<file path="src/inc/fpt_consts.svh">
/*
 Constants for the flash parameter table: serial framing values,
 table byte offsets and the fixed table contents.
 Assumes inclusion by bare name from design files.
*/
`ifndef FPT_CONSTS_SVH
`define FPT_CONSTS_SVH

// ====================================================
// serial framing
`define FPT_CMD_READ_TABLE  8'h5A
`define FPT_ADDR_BYTES      2'h3
`define FPT_LAST_BIT        3'h7
`define FPT_TABLE_TOP       16'h0000
`define FPT_FILL            8'hFF
`define FPT_ADDR_STEP       24'h000001
`define FPT_SIZE_ABSENT     8'h00
`define FPT_SIZE_4K         32'h00001000
`define FPT_SIZE_32K        32'h00008000
`define FPT_SIZE_64K        32'h00010000

// ====================================================
// table byte offsets
`define FPT_A_DOUT_WM   8'h3C
`define FPT_A_DOUT_OP   8'h3D
`define FPT_A_DIO_WM    8'h3E
`define FPT_A_DIO_OP    8'h3F
`define FPT_A_FULL_SUP  8'h40
`define FPT_A_ADUAL_WM  8'h46
`define FPT_A_ADUAL_OP  8'h47
`define FPT_A_AQUAD_WM  8'h4A
`define FPT_A_AQUAD_OP  8'h4B
`define FPT_A_ER1_SIZE  8'h4C
`define FPT_A_ER1_OP    8'h4D
`define FPT_A_ER2_SIZE  8'h4E
`define FPT_A_ER2_OP    8'h4F
`define FPT_A_ER3_SIZE  8'h50
`define FPT_A_ER3_OP    8'h51
`define FPT_A_ER4_SIZE  8'h52
`define FPT_A_ER4_OP    8'h53
`define FPT_A_VMAX_LO   8'h60
`define FPT_A_VMAX_HI   8'h61
`define FPT_A_VMIN_LO   8'h62
`define FPT_A_VMIN_HI   8'h63
`define FPT_A_FEAT_LO   8'h64
`define FPT_A_FEAT_HI   8'h65
`define FPT_A_WRAP_OP   8'h66
`define FPT_A_WRAP_LEN  8'h67
`define FPT_A_LOCK_LO   8'h68
`define FPT_A_LOCK_HI   8'h69

// ====================================================
// table contents
`define FPT_V_DOUT_WM   8'h08
`define FPT_V_DOUT_OP   8'h3B
`define FPT_V_DIO_WM    8'h42
`define FPT_V_DIO_OP    8'hBB
`define FPT_V_FULL_SUP  8'hEE
`define FPT_V_NONE_WM   8'h00
`define FPT_V_NONE_OP   8'hFF
`define FPT_V_ER1_SIZE  8'h0C
`define FPT_V_ER1_OP    8'h20
`define FPT_V_ER2_SIZE  8'h0F
`define FPT_V_ER2_OP    8'h52
`define FPT_V_ER3_SIZE  8'h10
`define FPT_V_ER3_OP    8'hD8
`define FPT_V_ER4_SIZE  8'h00
`define FPT_V_ER4_OP    8'hFF
`define FPT_V_VMAX      16'h3600
`define FPT_V_VMIN      16'h2300
`define FPT_V_FEAT      16'hF99E
`define FPT_V_WRAP_OP   8'h77
`define FPT_V_WRAP_LEN  8'h64
`define FPT_V_LOCK      16'hEBFC

`endif

</file>
<file path="src/inc/fpt_pkg.sv">
/*
 Types for the flash parameter table block.
 Assumes fpt_consts.svh holds the numeric constants.
*/
package fpt_pkg;

    // ====================================================
    // serial pins, sampled as one group
    typedef struct packed {
        logic cs_n;
        logic sclk;
        logic si;
    } fpt_pins_t;

    // ====================================================
    // serial slave phases
    typedef enum logic [2:0] {
        FPT_IDLE,
        FPT_CMD,
        FPT_ADDR,
        FPT_DUMMY,
        FPT_DATA,
        FPT_IGNORE
    } fpt_state_t;

endpackage : fpt_pkg

</file>
<file path="src/design/fpt_param_rom.sv">
/*
 Fixed parameter table lookup: byte address in, table byte out.
 Assumes a registered address from the serial slave; pure logic.
*/
`timescale 1ns/10ps
`default_nettype none
`include "fpt_consts.svh"

module fpt_param_rom (
    input  wire logic [23:0] addr,
    output logic      [7:0]  data
);
    import fpt_pkg::*;

    // words split into bytes here, since a sized literal takes no part-select
    localparam logic [15:0] vmax_word = `FPT_V_VMAX;
    localparam logic [15:0] vmin_word = `FPT_V_VMIN;
    localparam logic [15:0] feat_word = `FPT_V_FEAT;
    localparam logic [15:0] lock_word = `FPT_V_LOCK;

    // ====================================================
    // lookup; constants only, no storage to corrupt
    always_comb begin
        data = `FPT_FILL;
        if (addr[23:8] == `FPT_TABLE_TOP) begin
            unique case (addr[7:0])
                `FPT_A_DOUT_WM:  data = `FPT_V_DOUT_WM;
                `FPT_A_DOUT_OP:  data = `FPT_V_DOUT_OP;
                `FPT_A_DIO_WM:   data = `FPT_V_DIO_WM;
                `FPT_A_DIO_OP:   data = `FPT_V_DIO_OP;
                `FPT_A_FULL_SUP: data = `FPT_V_FULL_SUP;
                `FPT_A_ADUAL_WM: data = `FPT_V_NONE_WM;
                `FPT_A_AQUAD_WM: data = `FPT_V_NONE_WM;
                `FPT_A_ADUAL_OP: data = `FPT_V_NONE_OP;
                `FPT_A_AQUAD_OP: data = `FPT_V_NONE_OP;
                `FPT_A_ER1_SIZE: data = `FPT_V_ER1_SIZE;
                `FPT_A_ER1_OP:   data = `FPT_V_ER1_OP;
                `FPT_A_ER2_SIZE: data = `FPT_V_ER2_SIZE;
                `FPT_A_ER2_OP:   data = `FPT_V_ER2_OP;
                `FPT_A_ER3_SIZE: data = `FPT_V_ER3_SIZE;
                `FPT_A_ER3_OP:   data = `FPT_V_ER3_OP;
                `FPT_A_ER4_SIZE: data = `FPT_V_ER4_SIZE;
                `FPT_A_ER4_OP:   data = `FPT_V_ER4_OP;
                `FPT_A_VMAX_LO:  data = vmax_word[7:0];
                `FPT_A_VMAX_HI:  data = vmax_word[15:8];
                `FPT_A_VMIN_LO:  data = vmin_word[7:0];
                `FPT_A_VMIN_HI:  data = vmin_word[15:8];
                `FPT_A_FEAT_LO:  data = feat_word[7:0];
                `FPT_A_FEAT_HI:  data = feat_word[15:8];
                `FPT_A_WRAP_OP:  data = `FPT_V_WRAP_OP;
                `FPT_A_WRAP_LEN: data = `FPT_V_WRAP_LEN;
                `FPT_A_LOCK_LO:  data = lock_word[7:0];
                `FPT_A_LOCK_HI:  data = lock_word[15:8];
                default:         data = `FPT_FILL;
            endcase
        end
    end

endmodule : fpt_param_rom
`default_nettype wire

</file>
<file path="src/design/fpt_table_slave.sv">
/*
 Serial slave that answers the parameter table read command.
 Pins are sampled with the system clock through two flops; the
 serial clock must stay well below a quarter of clk (about 25 MHz).
 Mode 0 and mode 3: input taken on sclk rise, output on sclk fall.
*/
`timescale 1ns/10ps
`default_nettype none
`include "fpt_consts.svh"

module fpt_table_slave (
    input  wire logic             clk,
    input  wire logic             resetn,
    input  wire fpt_pkg::fpt_pins_t pins,
    output logic                  so_o,
    output logic                  so_oe
);
    import fpt_pkg::*;

    // ====================================================
    // pin synchroniser and edge detect

    fpt_pins_t  sync1_q;
    fpt_pins_t  sync2_q;
    logic       sclk_prev_q;
    logic       sclk_rise;
    logic       sclk_fall;
    logic       selected;

    // two flops; only the second stage feeds logic
    always_ff @(posedge clk) begin
        if (!resetn) begin
            sync1_q <= '{cs_n: 1'b1, sclk: 1'b0, si: 1'b0};
            sync2_q <= '{cs_n: 1'b1, sclk: 1'b0, si: 1'b0};
        end else begin
            sync1_q <= pins;
            sync2_q <= sync1_q;
        end
    end

    // previous serial clock level for edges
    always_ff @(posedge clk) begin
        if (!resetn) begin
            sclk_prev_q <= 1'b0;
        end else begin
            sclk_prev_q <= sync2_q.sclk;
        end
    end

    // edges only count while selected
    assign selected  = !sync2_q.cs_n;
    assign sclk_rise = selected & sync2_q.sclk & !sclk_prev_q;
    assign sclk_fall = selected & !sync2_q.sclk & sclk_prev_q;

    // ====================================================
    // bit and byte counting on the input side

    fpt_state_t state_q;
    fpt_state_t state_d;
    logic [7:0] shift_q;
    logic [7:0] shift_in;
    logic [2:0] bit_cnt_q;
    logic [1:0] byte_cnt_q;
    logic       byte_done;

    // the byte as it stands after this rising edge
    assign shift_in  = {shift_q[6:0], sync2_q.si};
    assign byte_done = sclk_rise && (bit_cnt_q == `FPT_LAST_BIT);

    // input shifter, msb first
    always_ff @(posedge clk) begin
        if (!resetn) begin
            shift_q <= 8'h00;
        end else if (sclk_rise) begin
            shift_q <= shift_in;
        end
    end

    // bit counter: restarts with every frame
    always_ff @(posedge clk) begin
        if (!resetn || !selected) begin
            bit_cnt_q <= 3'h0;
        end else if (sclk_rise) begin
            bit_cnt_q <= bit_cnt_q + 3'h1;
        end
    end

    // address byte counter
    always_ff @(posedge clk) begin
        if (!resetn || state_q != FPT_ADDR) begin
            byte_cnt_q <= 2'h0;
        end else if (byte_done) begin
            byte_cnt_q <= byte_cnt_q + 2'h1;
        end
    end

    // ====================================================
    // frame state machine

    // the command decides everything; anything else is ignored
    always_comb begin
        state_d = state_q;
        unique case (state_q)
            FPT_IDLE: begin
                if (selected) begin
                    state_d = FPT_CMD;
                end
            end
            FPT_CMD: begin
                if (byte_done) begin
                    if (shift_in == `FPT_CMD_READ_TABLE) begin
                        state_d = FPT_ADDR;
                    end else begin
                        state_d = FPT_IGNORE;
                    end
                end
            end
            FPT_ADDR: begin
                if (byte_done && byte_cnt_q == `FPT_ADDR_BYTES - 2'h1) begin
                    state_d = FPT_DUMMY;
                end
            end
            FPT_DUMMY: begin
                if (byte_done) begin
                    state_d = FPT_DATA;
                end
            end
            FPT_DATA: begin
                state_d = FPT_DATA;
            end
            FPT_IGNORE: begin
                state_d = FPT_IGNORE;
            end
            default: begin
                state_d = FPT_IDLE;
            end
        endcase
        // deselect always ends the frame
        if (!selected) begin
            state_d = FPT_IDLE;
        end
    end

    always_ff @(posedge clk) begin
        if (!resetn) begin
            state_q <= FPT_IDLE;
        end else begin
            state_q <= state_d;
        end
    end

    // ====================================================
    // table address and read-out

    logic [23:0] addr_q;
    logic [7:0]  rom_byte;
    logic [2:0]  out_cnt_q;
    logic        so_q;
    logic        so_oe_q;

    fpt_param_rom u_rom (
        .addr (addr_q),
        .data (rom_byte)
    );

    // address collects msb byte first, then steps per byte out
    always_ff @(posedge clk) begin
        if (!resetn) begin
            addr_q <= 24'h000000;
        end else if (state_q == FPT_ADDR && byte_done) begin
            addr_q <= {addr_q[15:0], shift_in};
        end else if (state_q == FPT_DATA && sclk_fall
                     && out_cnt_q == `FPT_LAST_BIT) begin
            addr_q <= addr_q + `FPT_ADDR_STEP;
        end
    end

    // output bit counter for the byte being shifted out
    always_ff @(posedge clk) begin
        if (!resetn || state_q != FPT_DATA) begin
            out_cnt_q <= 3'h0;
        end else if (sclk_fall) begin
            out_cnt_q <= out_cnt_q + 3'h1;
        end
    end

    // data bit; the table is read straight, never written
    always_ff @(posedge clk) begin
        if (!resetn) begin
            so_q <= 1'b0;
        end else if (state_q == FPT_DATA && sclk_fall) begin
            so_q <= rom_byte[~out_cnt_q];
        end
    end

    // drive only from first data fall until deselect
    always_ff @(posedge clk) begin
        if (!resetn || !selected) begin
            so_oe_q <= 1'b0;
        end else if (state_q == FPT_DATA && sclk_fall) begin
            so_oe_q <= 1'b1;
        end
    end

    assign so_o  = so_q;
    assign so_oe = so_oe_q;

    // ====================================================
    // checks on table contents

    a_dual_out_wait: assert property (
        @(posedge clk) disable iff (!resetn)
        addr_q == {16'h0000, `FPT_A_DOUT_WM}
        |-> rom_byte == `FPT_V_DOUT_WM
    ) else $error("dual output wait byte wrong");

    a_dual_out_op: assert property (
        @(posedge clk) disable iff (!resetn)
        addr_q == {16'h0000, `FPT_A_DOUT_OP}
        |-> rom_byte == `FPT_V_DOUT_OP
    ) else $error("dual output opcode wrong");

    a_dual_io_wait: assert property (
        @(posedge clk) disable iff (!resetn)
        addr_q == {16'h0000, `FPT_A_DIO_WM}
        |-> rom_byte[4:0] == 5'h02 && rom_byte[7:5] == 3'h2
    ) else $error("dual io wait/mode byte wrong");

    a_dual_io_op: assert property (
        @(posedge clk) disable iff (!resetn)
        addr_q == {16'h0000, `FPT_A_DIO_OP}
        |-> rom_byte == `FPT_V_DIO_OP
    ) else $error("dual io opcode wrong");

    a_full_width_off: assert property (
        @(posedge clk) disable iff (!resetn)
        addr_q == {16'h0000, `FPT_A_FULL_SUP}
        |-> !rom_byte[0] && !rom_byte[4]
    ) else $error("full width mode claimed");

    a_full_width_op: assert property (
        @(posedge clk) disable iff (!resetn)
        addr_q inside {{16'h0000, `FPT_A_ADUAL_OP},
                       {16'h0000, `FPT_A_AQUAD_OP}}
        |-> rom_byte == `FPT_FILL
    ) else $error("unsupported mode opcode not FF");

    // size exponents decode to the documented erase sizes
    a_erase_sizes: assert property (
        @(posedge clk) disable iff (!resetn)
        (addr_q != {16'h0000, `FPT_A_ER1_SIZE} || (32'h1 << rom_byte) == `FPT_SIZE_4K)
        && (addr_q != {16'h0000, `FPT_A_ER2_SIZE} || (32'h1 << rom_byte) == `FPT_SIZE_32K)
        && (addr_q != {16'h0000, `FPT_A_ER3_SIZE} || (32'h1 << rom_byte) == `FPT_SIZE_64K)
        && (addr_q != {16'h0000, `FPT_A_ER4_SIZE} || rom_byte == `FPT_SIZE_ABSENT)
    ) else $error("erase size exponent wrong");

    a_erase_one: assert property (
        @(posedge clk) disable iff (!resetn)
        addr_q == {16'h0000, `FPT_A_ER1_OP}
        |-> rom_byte == `FPT_V_ER1_OP
    ) else $error("erase type one opcode wrong");

    a_erase_two: assert property (
        @(posedge clk) disable iff (!resetn)
        addr_q == {16'h0000, `FPT_A_ER2_SIZE}
        |-> rom_byte == `FPT_V_ER2_SIZE
    ) else $error("erase type two size wrong");

    a_erase_three: assert property (
        @(posedge clk) disable iff (!resetn)
        addr_q == {16'h0000, `FPT_A_ER3_OP}
        |-> rom_byte == `FPT_V_ER3_OP
    ) else $error("erase type three opcode wrong");

    a_erase_four: assert property (
        @(posedge clk) disable iff (!resetn)
        addr_q == {16'h0000, `FPT_A_ER4_SIZE}
        |-> rom_byte == `FPT_SIZE_ABSENT
    ) else $error("erase type four not absent");

    a_supply_max: assert property (
        @(posedge clk) disable iff (!resetn)
        addr_q == {16'h0000, `FPT_A_VMAX_HI}
        |-> rom_byte == 8'h36
    ) else $error("supply max high byte wrong");

    a_feature_word: assert property (
        @(posedge clk) disable iff (!resetn)
        addr_q == {16'h0000, `FPT_A_FEAT_LO}
        |-> rom_byte == 8'h9E
    ) else $error("feature word low byte wrong");

    a_wrap_opcode: assert property (
        @(posedge clk) disable iff (!resetn)
        addr_q == {16'h0000, `FPT_A_WRAP_OP}
        |-> rom_byte == `FPT_V_WRAP_OP
    ) else $error("wrap opcode wrong");

    a_wrap_length: assert property (
        @(posedge clk) disable iff (!resetn)
        addr_q == {16'h0000, `FPT_A_WRAP_LEN}
        |-> rom_byte == `FPT_V_WRAP_LEN
    ) else $error("wrap length byte wrong");

    a_lock_word: assert property (
        @(posedge clk) disable iff (!resetn)
        addr_q == {16'h0000, `FPT_A_LOCK_HI}
        |-> rom_byte == 8'hEB
    ) else $error("lock word high byte wrong");

    a_fill_unused: assert property (
        @(posedge clk) disable iff (!resetn)
        addr_q[23:8] != 16'h0000
        |-> rom_byte == `FPT_FILL
    ) else $error("out of table byte not FF");

    // ====================================================
    // checks on framing

    a_bad_cmd: assert property (
        @(posedge clk) disable iff (!resetn)
        state_q == FPT_CMD && byte_done && selected
        && shift_in != `FPT_CMD_READ_TABLE
        |=> state_q == FPT_IGNORE
    ) else $error("foreign command not ignored");

    a_addr_entry: assert property (
        @(posedge clk) disable iff (!resetn)
        $rose(state_q == FPT_ADDR)
        |-> $past(shift_in) == `FPT_CMD_READ_TABLE
    ) else $error("address phase without read command");

    a_stable_table: assert property (
        @(posedge clk) disable iff (!resetn)
        $stable(addr_q) |-> $stable(rom_byte)
    ) else $error("table byte changed on its own");

    a_release_bus: assert property (
        @(posedge clk) disable iff (!resetn)
        !selected |=> !so_oe && state_q == FPT_IDLE
    ) else $error("output still driven after deselect");

endmodule : fpt_table_slave
`default_nettype wire

</file>
<file path="config.mk">
export PLATFORM = sky130hd
export DESIGN_NAME = fpt_table_slave
export DESIGN_NICKNAME = d
export VERILOG_FILES = /design/src/inc/fpt_pkg.sv /design/src/design/fpt_param_rom.sv /design/src/design/fpt_table_slave.sv
export VERILOG_INCLUDE_DIRS = /design/src /design/src/inc
export SDC_FILE = /design/constraint.sdc
export NUM_CORES = 1
export LEC_CHECK = 0
export CELL_PAD_IN_SITES_DETAIL_PLACEMENT = 1
export CELL_PAD_IN_SITES_GLOBAL_PLACEMENT = 2
export CORE_AREA = 2 2 112 114
export DETAILED_ROUTE_END_ITERATION = 12
export DIE_AREA = 0 0 114 116
export DONT_BUFFER_PORTS = 1
export PLACE_DENSITY_LB_ADDON = 0.3
export SYNTH_ARGS = -nofsm -noshare
export SYNTH_HDL_FRONTEND = slang
export SYNTH_SLANG_ARGS = --single-unit
</file>
<file path="constraint.sdc">
create_clock -name clk -period 4.9 [get_ports clk]
set_input_delay 0.735 -clock clk [delete_from_list [all_inputs] [get_ports clk]]
set_output_delay 0.735 -clock clk [all_outputs]
set_load 0.01 [all_outputs]
</file>
==> results.txt <==
- Count of cells along the worst hold path: 1
* Number of warning messages in the yosys log: 0
- The clock reaches the later pin of the worst-skew pair after 330 ps.
- Sequential share of the synthesized area: 0.335
- Detailed placement finished with a half-perimeter wire length of slightly below 8000 um.
- The core region is 11900 um2.
- Residual DRC count: 0
- The number of cells on the worst reg-to-reg path is 11.
* Netlist area before placement: 3530 um2
* Global-route met2 utilization: 0.280
- At the worst endpoint, the required time is between 5000 and 6000 ps.
- Most used routing layer: met2
* Synthesized Nets: roughly 450
* Design Power: about 1.2 mW
* GRT met3 Usage: 0.0361
- Share of total power in sequential cells: 0.407
* Data arrival at the endpoint of the critical path: 3930 ps
- Layout cells sized above 1: 0.104
* Mapped Cells: 426
- The most numerous cell type found on the critical path is sky130_fd_sc_hd__ha_1.
* Portion of the clock cycle consumed by the worst path in the final layout: 0.758
- Detailed Route Iter0 Violations: 230
- Derived from the worst setup path, the maximum achievable clock frequency is between 200 and 300 MHz.
- Worst stage delay on the critical path: between 800 and 900 ps
* Endpoints failing hold: 0
- Share of Yosys cell area claimed by the top area cell type: 0.335
- The worst setup path is launched from a flip-flop.
- By count the netlist is led by 59 x sky130_fd_sc_hd__dfxtp_1, 38 x sky130_fd_sc_hd__nor2_1, 34 x sky130_fd_sc_hd__nand2_1.
- Counting every sink on the clock net gives 59.
- Boundary pin count: 7
- Among cell families on the critical path, the largest total delay comes from simple AND/OR/NAND/NOR gates.
- At the end of routability-driven placement, the weighted congestion stood at 0.857.
- Number of instances resized during post-cts repair: 0
* Maximum number of pins on one net before global-route repair: 28
- Clock tree synthesis selected as its root buffer the cell sky130_fd_sc_hd__clkbuf_16.
- The most critical setup path has its startpoint at out_cnt_q[0].
- The final route contains 3236 vias.
- Endpoint type of the worst setup path: flip-flop
- Area added between synthesis and finish: 12.6%
- Max-cap violations in this run came to 0.
* Number of register bits inferred by synthesis: 59
- Share of synthesized registers carrying an async set or reset: 0
* Vert. Die Dim: roughly 120 um
- The repair_antennas step left the layout with diodes totalling 0.
- Remaining max-slew budget at the tightest pin: 0.284
- Total stage count of the critical path: 11
* Result of the run: complete, no violations
- RSZ-0062 raised after global routing: no
- Leakage power figure: 1.42 nW
- Mean Syn Cell Area: around 8.3 um2
* Cell Chain, Critical Path: ha_1 > ha_1 > nor4bb_2 > a22oi_4 > a221o_1 > nand2_1 > ha_1 > inv_1 > or3_1 > a211o_1 > a32o_1
* Initial antenna violation count: 0
* Count of hold-fix buffers inserted at cts: 0
* Final max-slew violation count: 0
* Total Routed Length: 11000 um
- For this configuration, the core starts out at a cell density of 0.296.
- Clock tree synthesis inserted a total of 9 buffers.
- Detail-routed net length per standard cell: 19.2 um
* Post-synth EDFFs: 0
- Most used DFF post-synth: sky130_fd_sc_hd__dfxtp_1
- Highest fanout seen on the critical path: 9
- In this run the most critical hold path is launched from sync1_q[2].
- Fin crit period: ~3700 ps
- The first TritonRoute pass finished after 5 iterations.
- Of the total power, the share spent switching nets is 0.196.
* Final setup vio count: 0
* Cell Pwr Density: 300 nW/um2
- Die W: around 110 um
- Area enclosed by the die boundary: roughly 13000 um2
- Among all stages on the critical path, the largest delay is contributed by sky130_fd_sc_hd__nor4bb_2.
- Yosys mapped the design onto 74 distinct sky130hd cell types.
* Number of buffers inserted by post-CTS setup repair: 0
- Comb pwr share: 0.009
* Setup CP Type: flip-flop to flip-flop
- Internal Dissipation: approximately 0.96 mW
- Setup total negative slack: 0 ps
- Clock-pin slew of the registers on the worst-case setup and hold paths: approximately 60 ps
- In the global route stage, met1 resource usage came out at 0.239.
* Launch point of the worst reg-to-reg path: out_cnt_q[0]
- Together, buffers and inverters on the worst path number 1.
- The first global-routing pass estimated ~18000 um of wire.
- sky130_fd_sc_hd__dfxtp_1 takes more of the synthesized area than any other cell.
- TritonCTS built the clock tree.
- Row generation in the floorplan step produced 40 rows.
- Worst-case vdd ir drop: ~0.00015 V
* Final global-route overflow total: 0
- The count of nets left with antenna violations once routing finished came out at 0.
- Power dissipated by switching net loads: roughly 0.23 mW
- Sorting the synthesized cells by area gives the leading types as sky130_fd_sc_hd__dfxtp_1 33%, sky130_fd_sc_hd__ha_1 5.0%, sky130_fd_sc_hd__a21oi_1 4.1%.
* Via count normalized by instance count: around 5.7
- Worst Hold Slack: 406 ps
- The H-tree generated during clock tree synthesis spans 3 levels.
* Cell with the most instances after synthesis: sky130_fd_sc_hd__dfxtp_1
- Proportion of power drawn by the clock network: 0.584
- In the global route stage, overall resource usage came out at 0.177.
- The final layout contains about 440 nets.
- Hold crit path type: flip-flop to flip-flop
- In this run the tool buffered the top-level ports with 0 buffer cells.
* Number of buffers on the longest clock path: 2
- Worst clock skew: about 11 ps
- Vias in the first global route: approximately 3400
- Pin slew with the least headroom to its limit: ~1100 ps
layer usage:
metal / vias to the layer above / share of wire
li1: 1571 / -
met1: 1600 / 0.49
met2: 47 / 0.46
met3: 18 / 0.028
met4: 0 / 0.020
met5: - / 0
stage by stage:
stage	instances	util	area [um2]	worst slack [ps]
2_1_floorplan	426	-	3530	2020
3_3_place_gp	554	0.306	3640	1350
3_5_place_dp	554	0.306	3640	1220
4_1_cts	570	0.334	3970	1170
5_1_grt	570	0.334	3970	919
6_report	570	0.334	3970	1180
cell type report:
type / instances / area [um2]
clock buffer: 12 / 256
clock inverter: 4 / 72.6
fill: 1409 / 7940
inverter: 19 / 71.3
multi-input combinational: 326 / 2190
sequential: 59 / 1180
tap: 147 / 184
timing repair buffer: 3 / 22.5
power by group through the flow:
stage	registers (mW)	logic, mW	clock network, mW
4_1_cts	0.486	0.0112	0.714
3_5_place_dp	0.496	0.0111	0
5_1_grt	0.486	0.0119	0.734
2_1_floorplan	0.495	0.0102	0
6_report	0.486	0.0109	0.696
3_3_place_gp	0.496	0.0109	0
placed cells by master, fill, tap and decap left out, drive strengths merged, types with 10 or more instances in the layout:
cell type | Yosys | routed
nand3 | 16 | 16
a21oi | 29 | 29
inv | 18 | 18
ha | 14 | 14
nand2 | 36 | 36
dfxtp | 59 | 59
nor2 | 40 | 40
a211oi | 12 | 12
clkbuf | 13 | 12
o21ai | 29 | 29
nor4 | 10 | 10
nor3 | 16 | 16
worst paths after layout:
| check | end | slack (ps) |
|---|---|---|
| worst max-delay path | flip-flop | 1180 |
| worst min-delay path | sync2_q[2] | 410 |
| worst max register to register | flip-flop | 1180 |
| worst min register to register | sync2_q[2] | 410 |
logic make-up after synthesis:
| group | synth area share |
|---|---|
| compound gates | 0.240 |
| xor+xnor | 0.0223 |
| fa+ha+maj | 0.0496 |
| buf+inv | 0.0510 |
| flops | 0.335 |
| mux | 0.0386 |
| simple gates | 0.263 |
Power figures use the tool's default switching activity.
